File: config.mk
export PLATFORM = sky130hd
export DESIGN_NAME = utr_ctrl
export DESIGN_NICKNAME = d
export VERILOG_FILES = /design/src/inc/utr_pkg.sv /design/src/rtl/utr_ctrl.sv
export SDC_FILE = /design/constraint.sdc
export NUM_CORES = 1
export LEC_CHECK = 0
export ABC_AREA = 1
export ABC_CLOCK_PERIOD_IN_PS = 2900
export BUFFER_PORTS_ARGS = -buffer_cell sky130_fd_sc_hd__buf_4
export CAP_MARGIN = 20
export CORE_ASPECT_RATIO = 0.8
export CORE_MARGIN = 2
export CORE_UTILIZATION = 54
export CTS_CLUSTER_SIZE = 30
export DETAILED_ROUTE_END_ITERATION = 16
export GPL_TIMING_DRIVEN = 0
export HOLD_SLACK_MARGIN = 0.05
export PLACE_DENSITY = 0.86
export SLEW_MARGIN = 20
export SYNTH_ARGS = -nofsm -noshare
export SYNTH_HDL_FRONTEND = slang
export SYNTH_SLANG_ARGS = --single-unit
File: constraint.sdc
create_clock -name clk -period 2.9 [get_ports clk]
set_clock_uncertainty 0.05 [all_clocks]
set_input_delay 0.29 -clock clk [delete_from_list [all_inputs] [get_ports clk]]
set_output_delay 0.29 -clock clk [all_outputs]
set_load 0.005 [all_outputs]
File: src/inc/utr_pkg.sv
// package for the uart threshold, rate and rs-485 turn-around control block
package utr_pkg;
   // ----------------------------------------
   // register byte addresses
   // ----------------------------------------
   localparam logic [7:0] ADDR_TX_LVL = 8'h00;
   localparam logic [7:0] ADDR_RX_LVL = 8'h04;
   localparam logic [7:0] ADDR_FLW_HI = 8'h08;
   localparam logic [7:0] ADDR_FLW_LO = 8'h0c;
   localparam logic [7:0] ADDR_PRESC = 8'h10;
   localparam logic [7:0] ADDR_SAMP_RATE = 8'h14;
   localparam logic [7:0] ADDR_TURN = 8'h18;
   localparam logic [7:0] ADDR_CTRL = 8'h1c;
   localparam logic [7:0] ADDR_STAT = 8'h20;
   localparam logic [7:0] ADDR_IRQ_STAT = 8'h24;
   localparam logic [7:0] ADDR_IRQ_MASK = 8'h28;
   // ----------------------------------------
   // fields and reset values
   // ----------------------------------------
   localparam int CTRL_MODE_485 = 0;
   localparam int CTRL_DIR_DTR = 1;
   localparam int CTRL_FIFO128 = 2;
   localparam logic [7:0] RST_LVL = 8'h00;
   localparam logic [7:0] LVL_MAX = 8'h80;
   localparam logic [7:0] LVL_MIN = 8'h01;
   localparam logic [3:0] PRESC_MASK = 4'hf;
   localparam logic [1:0] SAMP_16X = 2'b00;
   localparam logic [1:0] SAMP_8X = 2'b01;
   localparam logic [1:0] SAMP_4X = 2'b10;
   localparam int EV_TX = 0;
   localparam int EV_RX = 1;
   localparam int EV_FLOW_STOP = 2;
   localparam int EV_TURN_DONE = 3;
   localparam int NUM_EV = 4;
   // ----------------------------------------
   // types
   // ----------------------------------------
   typedef enum logic [1:0] {
      TS_IDLE = 2'b00,
      TS_DRIVE = 2'b01,
      TS_COUNT = 2'b11
   } utr_turn_t;
endpackage : utr_pkg

File: src/rtl/utr_ctrl.sv
// uart threshold, sampling rate and rs-485 turn-around control
//
// The register addresses and the AHB-Lite register port were decided locally.
`timescale 1ns/1ns
module utr_ctrl #(
   parameter int FILL_W = 8
) (
   input wire logic clk,
   input wire logic rst,
   input wire logic [31:0] haddr,
   input wire logic [1:0] htrans,
   input wire logic hwrite,
   input wire logic [2:0] hsize,
   input wire logic [31:0] hwdata,
   input wire logic hsel,
   input wire logic hready,
   output logic [31:0] hrdata,
   output logic hreadyout,
   output logic hresp,
   input wire logic [FILL_W-1:0] tx_fill,
   input wire logic [FILL_W-1:0] rx_fill,
   input wire logic [1:0] fifo_ctrl_tx_trig,
   input wire logic [1:0] fifo_ctrl_rx_trig,
   input wire logic tx_active,
   input wire logic tx_shift_done,
   input wire logic bit_tick,
   output logic tx_irq_req,
   output logic rx_irq_req,
   output logic flow_stop_remote,
   output logic [3:0] clock_prescale,
   output logic [1:0] sample_rate,
   output logic rs485_mode,
   output logic request_to_send_pin,
   output logic terminal_ready_pin,
   output logic irq
);
   typedef struct packed {
      logic wr_pend;
      logic rd_pend;
      logic [7:0] addr;
      logic [7:0] tx_lvl;
      logic [7:0] rx_lvl;
      logic [7:0] flw_hi;
      logic [7:0] flw_lo;
      logic [3:0] presc;
      logic [1:0] samp_sel;
      logic [7:0] turn;
      logic [2:0] ctrl;
      logic [7:0] cnt;
      utr_pkg::utr_turn_t tstate;
      logic flow_stop;
      logic [utr_pkg::NUM_EV-1:0] ists;
      logic [utr_pkg::NUM_EV-1:0] imask;
      logic [31:0] rdata;
      logic txi;
      logic rxi;
      logic dir_n;
   } utr_state_t;

   utr_state_t s_ff;
   utr_state_t nxt_s;

   // ----------------------------------------
   // helpers
   // ----------------------------------------
   function automatic logic [7:0] utr_level(input logic [7:0] raw);
      if (raw < utr_pkg::LVL_MIN) begin
         return utr_pkg::LVL_MIN;
      end else if (raw > utr_pkg::LVL_MAX) begin
         return utr_pkg::LVL_MAX;
      end
      return raw;
   endfunction : utr_level

   // 32-byte mode trigger table from fifo control field
   function automatic logic [7:0] utr_fifo_ctrl_level(input logic [1:0] code);
      case (code)
         2'b00: return 8'h08;
         2'b01: return 8'h10;
         2'b10: return 8'h18;
         default: return 8'h1c;
      endcase
   endfunction : utr_fifo_ctrl_level

   function automatic logic [7:0] utr_fill8(input logic [FILL_W-1:0] f);
      return 8'(f);
   endfunction : utr_fill8

   logic [7:0] tx_thr;
   logic [7:0] rx_thr;
   logic [7:0] hi_thr;
   logic [7:0] lo_thr;
   logic fifo128;
   logic [utr_pkg::NUM_EV-1:0] ev;
   logic txi_now;
   logic rxi_now;

   // ----------------------------------------
   // effective thresholds
   // ----------------------------------------
   always_comb begin
      fifo128 = s_ff.ctrl[utr_pkg::CTRL_FIFO128];
      if (fifo128) begin
         tx_thr = utr_level(s_ff.tx_lvl);
         rx_thr = utr_level(s_ff.rx_lvl);
         hi_thr = utr_level(s_ff.flw_hi);
         lo_thr = utr_level(s_ff.flw_lo);
      end else begin
         tx_thr = utr_fifo_ctrl_level(fifo_ctrl_tx_trig);
         rx_thr = utr_fifo_ctrl_level(fifo_ctrl_rx_trig);
         hi_thr = utr_fifo_ctrl_level(fifo_ctrl_rx_trig);
         lo_thr = utr_fifo_ctrl_level(fifo_ctrl_rx_trig) - 8'h01;
      end
      txi_now = utr_fill8(tx_fill) < tx_thr;
      rxi_now = utr_fill8(rx_fill) >= rx_thr;
   end

   // ----------------------------------------
   // next state
   // ----------------------------------------
   always_comb begin
      nxt_s = s_ff;
      ev = '0;
      nxt_s.txi = txi_now;
      nxt_s.rxi = rxi_now;
      ev[utr_pkg::EV_TX] = txi_now & ~s_ff.txi;
      ev[utr_pkg::EV_RX] = rxi_now & ~s_ff.rxi;
      // flow control with hysteresis between the two thresholds
      if (utr_fill8(rx_fill) >= hi_thr) begin
         nxt_s.flow_stop = 1'b1;
         ev[utr_pkg::EV_FLOW_STOP] = ~s_ff.flow_stop;
      end else if (utr_fill8(rx_fill) <= lo_thr) begin
         nxt_s.flow_stop = 1'b0;
      end
      // turn-around: driver stays on while the countdown runs
      case (s_ff.tstate)
         utr_pkg::TS_IDLE: begin
            nxt_s.dir_n = 1'b0;
            if (s_ff.ctrl[utr_pkg::CTRL_MODE_485] && tx_active) begin
               nxt_s.tstate = utr_pkg::TS_DRIVE;
               nxt_s.dir_n = 1'b1;
            end
         end
         utr_pkg::TS_DRIVE: begin
            if (tx_shift_done) begin
               nxt_s.cnt = s_ff.turn;
               nxt_s.tstate = utr_pkg::TS_COUNT;
            end
         end
         utr_pkg::TS_COUNT: begin
            if (tx_active) begin
               nxt_s.tstate = utr_pkg::TS_DRIVE;
            end else if (s_ff.cnt == 8'h00) begin
               nxt_s.dir_n = 1'b0;
               nxt_s.tstate = utr_pkg::TS_IDLE;
               ev[utr_pkg::EV_TURN_DONE] = 1'b1;
            end else if (bit_tick) begin
               nxt_s.cnt = s_ff.cnt - 8'h01;
            end
         end
         default: begin
            nxt_s.tstate = utr_pkg::TS_IDLE;
            nxt_s.dir_n = 1'b0;
         end
      endcase
      if (!s_ff.ctrl[utr_pkg::CTRL_MODE_485]) begin
         nxt_s.tstate = utr_pkg::TS_IDLE;
         nxt_s.dir_n = 1'b0;
      end
      // bus data phase; read of status clears, but a new event wins
      if (s_ff.wr_pend) begin
         case (s_ff.addr)
            utr_pkg::ADDR_TX_LVL: nxt_s.tx_lvl = hwdata[7:0];
            utr_pkg::ADDR_RX_LVL: nxt_s.rx_lvl = hwdata[7:0];
            utr_pkg::ADDR_FLW_HI: nxt_s.flw_hi = hwdata[7:0];
            utr_pkg::ADDR_FLW_LO: nxt_s.flw_lo = hwdata[7:0];
            utr_pkg::ADDR_PRESC: nxt_s.presc = hwdata[3:0] & utr_pkg::PRESC_MASK;
            utr_pkg::ADDR_SAMP_RATE: nxt_s.samp_sel = hwdata[1:0];
            utr_pkg::ADDR_TURN: nxt_s.turn = hwdata[7:0];
            utr_pkg::ADDR_CTRL: nxt_s.ctrl = hwdata[2:0];
            utr_pkg::ADDR_IRQ_MASK: nxt_s.imask = hwdata[utr_pkg::NUM_EV-1:0];
            default: ;
         endcase
      end
      if (s_ff.rd_pend && s_ff.addr == utr_pkg::ADDR_IRQ_STAT) begin
         nxt_s.ists = ev;
      end else begin
         nxt_s.ists = s_ff.ists | ev;
      end
      // address phase
      nxt_s.wr_pend = hsel && hready && htrans[1] && hwrite;
      nxt_s.rd_pend = hsel && hready && htrans[1] && !hwrite;
      if (hsel && hready && htrans[1]) begin
         nxt_s.addr = haddr[7:0];
      end
      nxt_s.rdata = 32'h0000_0000;
      if (hsel && hready && htrans[1] && !hwrite) begin
         case (haddr[7:0])
            utr_pkg::ADDR_TX_LVL: nxt_s.rdata = {24'h00_0000, s_ff.tx_lvl};
            utr_pkg::ADDR_RX_LVL: nxt_s.rdata = {24'h00_0000, s_ff.rx_lvl};
            utr_pkg::ADDR_FLW_HI: nxt_s.rdata = {24'h00_0000, s_ff.flw_hi};
            utr_pkg::ADDR_FLW_LO: nxt_s.rdata = {24'h00_0000, s_ff.flw_lo};
            utr_pkg::ADDR_PRESC: nxt_s.rdata = {28'h000_0000, s_ff.presc};
            utr_pkg::ADDR_SAMP_RATE: nxt_s.rdata = {30'h0000_0000, s_ff.samp_sel};
            utr_pkg::ADDR_TURN: nxt_s.rdata = {24'h00_0000, s_ff.turn};
            utr_pkg::ADDR_CTRL: nxt_s.rdata = {29'h0000_0000, s_ff.ctrl};
            utr_pkg::ADDR_STAT: nxt_s.rdata = {16'h0000, s_ff.cnt, 3'h0, s_ff.dir_n,
                                               s_ff.flow_stop, s_ff.rxi, s_ff.txi, 1'b0};
            utr_pkg::ADDR_IRQ_STAT: nxt_s.rdata = {28'h000_0000, s_ff.ists};
            utr_pkg::ADDR_IRQ_MASK: nxt_s.rdata = {28'h000_0000, s_ff.imask};
            default: nxt_s.rdata = 32'h0000_0000;
         endcase
      end
   end

   // ----------------------------------------
   // state register
   // ----------------------------------------
   always_ff @(posedge clk) begin
      if (rst) begin
         s_ff <= '{wr_pend: 1'b0, rd_pend: 1'b0, addr: 8'h00, tx_lvl: utr_pkg::RST_LVL,
                   rx_lvl: utr_pkg::RST_LVL, flw_hi: utr_pkg::RST_LVL, flw_lo: utr_pkg::RST_LVL,
                   presc: 4'h0, samp_sel: utr_pkg::SAMP_16X, turn: 8'h00, ctrl: 3'h0, cnt: 8'h00,
                   tstate: utr_pkg::TS_IDLE, flow_stop: 1'b0, ists: '0, imask: '0,
                   rdata: 32'h0000_0000, txi: 1'b0, rxi: 1'b0, dir_n: 1'b0};
      end else begin
         s_ff <= nxt_s;
      end
   end

   // ----------------------------------------
   // outputs
   // ----------------------------------------
   assign hrdata = s_ff.rdata;
   assign hreadyout = 1'b1;
   assign hresp = 1'b0;
   assign tx_irq_req = s_ff.txi;
   assign rx_irq_req = s_ff.rxi;
   assign flow_stop_remote = s_ff.flow_stop;
   assign clock_prescale = s_ff.presc;
   // reserved code falls back to 16x
   assign sample_rate = (s_ff.samp_sel == 2'b11) ? utr_pkg::SAMP_16X : s_ff.samp_sel;
   assign rs485_mode = s_ff.ctrl[utr_pkg::CTRL_MODE_485];
   // unselected pin idles low; driving high means transmit
   assign request_to_send_pin = s_ff.dir_n & ~s_ff.ctrl[utr_pkg::CTRL_DIR_DTR];
   assign terminal_ready_pin = s_ff.dir_n & s_ff.ctrl[utr_pkg::CTRL_DIR_DTR];
   assign irq = |(s_ff.ists & s_ff.imask);
endmodule : utr_ctrl

==> flow_summary.yaml <==
min_path:
  min_path_type: "primary input to register"
logic_synthesis:
  seq_area_frac_synth_pct: 34.4
  netlist_instances: 812
  yosysTopAreaCell: "dfxtp_1"
  yosysTopAreaCellShare_pct: 34.4
  synthTopCellsByArea: "dfxtp_1, o21ai_0, inv_1"
  ys_seq_elements: 97
  yosysWarnings: 0
  syn_area_um2: 5650
  avgSynthCellArea_um2: 6.96
  yosysUniqueCellTypes: 44
run_status:
  outcome: "complete, no violations"
floorplanning:
  core_area_um2: 10200
  dieArea_um2: 11300
  rows: 33
  start_util_pct: 55.4
  io_pins: 144
  die_h_um: 95.5
  die_w_um: 118
placement:
  io_buffers: 71
  hpwl_um: 12000
  place_ws_ps: 438
  gp_congestion: 0.980
  dp.cells: 1039
clock_network:
  cts-hold-fix-buffers: 0
  clock_sinks: 97
  cts_tree: "done"
  worst_skew_pair.late_latency_ps: 350
  cts_made_buffers: 9
  cts_buffer_depth: 2
  cts_max_level: 3
  cts_resized: 0
  clock-root-buffer: "clkbuf_16"
  post_cts_buffers: 0
  clkTransAtPathRegs_ps: 70
setup_path:
  worst_ep_required_time_ps: 3150
  reg2reg_to: "s_ff[39]"
  cp_data_arrival_time_ps: 2860
  criticalPathCategory: "register to register"
  crit_top_cell: "nand2_1"
  timing.rr.start: "fifo128"
  critPathMaxFanout: 10
  crit_chain: "clkbuf_1 -> clkbuf_1 -> nand2_1 -> ha_1 -> nand2_1 -> nor2_1 -> a2111oi_0 -> nand3_1 -> nand2_1"
  endpoint_kind: "register"
  regToRegSetupSlack_ps: 290
  critPathMaxStageDelay_ps: 500
  critPathLaunch: "fifo128"
  crit_end: "s_ff[39]"
  startpoint_type: "register"
  reg2reg_depth: 9
  critPathSlowestCell: "a2111oi_0"
pwr:
  total_power_mw: 2.73
  leakagePower_nw: 3.01
  peakVddDrop_mv: 0.416
  power_density_nw_per_um2: 409
sta:
  period_share_pct: 90.0
  period_minus_slack_ps: 2610
  worst_slack_ps: 291
  grt_setup_unrepaired: "false"
  slew_violations: 0
  clock.fmax_mhz: 383
  final.setup.tns_ps: 0
  finalSetupViolations: 0
  hold_viol_final: 0
  worst_slew_pin_slew_ps: 617
  slew_headroom_pct: 57.8
global_routing:
  grt_overflow: 0
  grt_pass1_vias: 5193
  antenna_found_initial: 0
  grt_first_pass_wirelength_um: 25100
  grt_max_degree: 15
  grtUsageTotal_pct: 28.2
route:
  drc: 0
  vias_per_cell: 5.44
  wl_um: 15500
  avgRoutedWirePerCell_um: 14.7
  drt_iter0_markers: 619
  vias: 5737
  drt-pass1-iter-count: 6
  antenna_left: 0
cells_and_area:
  nets: 1042
  area_growth_pct: 18.3
  antenna_cells: 0
  fillers: 903
  final_cells: 1054
  fin_util_pct: 65.5
  drive_above_1_share_pct: 16.7
run:
  maxCapViolations: 0
-- layer usage --
layer	routed length (um)	share of wire, %	global-route usage, %
met2	6700	43	45.3
met3	1780	11	7.00
met5	0	0	0
met1	6750	43	37.6
met4	299	1.9	8.53
-- synth_stat cells --
master,n
dfxtp_1,97
o221ai_1,1
and2_1,1
nand4_2,1
a21oi_1,72
nor3_4,2
nor3_1,18
nand4_1,10
a211oi_1,6
inv_2,3
or2_2,1
nor2_4,1
nor3_2,5
buf_1,1
inv_1,122
o2111ai_1,3
conb_1,2
nor2_2,6
nand2_4,1
o211ai_1,3
o21ai_2,1
a21boi_0,1
o22ai_1,12
ha_1,35
o32ai_1,1
o31ai_1,1
nand3_1,21
clkbuf_1,16
a2111oi_0,1
xor2_1,1
o21ai_0,102
nand2_1,101
nor3b_1,1
nor2_1,100
nor4_1,4
nand2_2,4
o21a_1,1
clkinv_1,2
buf_6,1
buf_4,39
a32oi_1,1
a31oi_1,6
a21oi_2,2
buf_2,2
-- how the worst min path moves through the flow --
| stage | slack, ps | cells after the start | start | end |
|---|---|---|---|---|
| after floorplan | 340 | 1 | rst | s_ff[111] |
| after global placement | 390 | 2 | s_ff[103] | s_ff[103] |
| after detailed placement | 390 | 2 | s_ff[103] | s_ff[103] |
| after CTS | 80 | 2 | rst | s_ff[111] |
| after global routing | 100 | 2 | rst | s_ff[111] |
| final | 80 | 2 | rst | s_ff[111] |
-- cells in the final DEF, fill, tap and decap left out, drive strengths merged, types with 3 or more instances in the layout --
master   count
inv        125
nand3       21
conb        18
ha          35
clkbuf      28
o211ai       3
nand2      106
clkinv       4
dfxtp       97
a31oi        6
a211oi       6
nand4       11
nor2       107
a21oi       74
buf        114
nor4         4
o2111ai      3
nor3        25
o21ai      103
o22ai       12
-- cells by family (layout without fill, tap and decap cells) --
logic type	Yosys count	in the layout	share of synthesized area, %
AOI/OAI and AO/OA	214	214	20.6
xor gates and xnor gates	1	1	0.155
buffers and inverters	186	272	15.1
other	2	18	0.133
adders and majority gates	35	35	7.75
DFF	97	97	34.4
and+or+nand+nor	277	277	21.9
-- power breakdown --
part	switching, mW	total, mW	internal [mW]
sequential	0.0118	1.36	1.35
combinational	0.162	0.282	0.120
clock	0.491	1.09	0.597
-- sequential cells by signal, summed over array words and instances (netlist names) --
name,cells
flow_stop_remote,1
hrdata,16
tx_irq_req,1
s_ff,72
clock_prescale,4
fifo128,1
rs485_mode,1
rx_irq_req,1
-- critical path, delay by kind of cell, from the launching register on --
kind            cells  cell delay [ps]
buf+inv             2              760
simple gates        5              600
compound gates      1              500
flops               1              370
fa+ha+maj           1              300
-- per-stage QoR --
stage | hold slack, ps | area (um^2)
floorplan | 339 | 5710
finish | 84.7 | 6680
CTS | 84.5 | 6680
global placement | 386 | 6420
global route | 101 | 6680
detailed placement | 389 | 6420
-- final cells by class --
| class | instances | area (um^2) | share of cell area, % |
|---|---|---|---|
| Buffer | 59 | 378 | 5.66 |
| Clock buffer | 12 | 246 | 3.69 |
| Clock inverter | 3 | 17.5 | 0.262 |
| Inverter | 127 | 477 | 7.13 |
| Multi-Input combinational cell | 545 | 2910 | 43.6 |
| Sequential cell | 97 | 1940 | 29.1 |
| Tap cell | 140 | 175 | 2.62 |
| Timing Repair Buffer | 71 | 533 | 7.98 |
(Power assumes the default switching activity.)
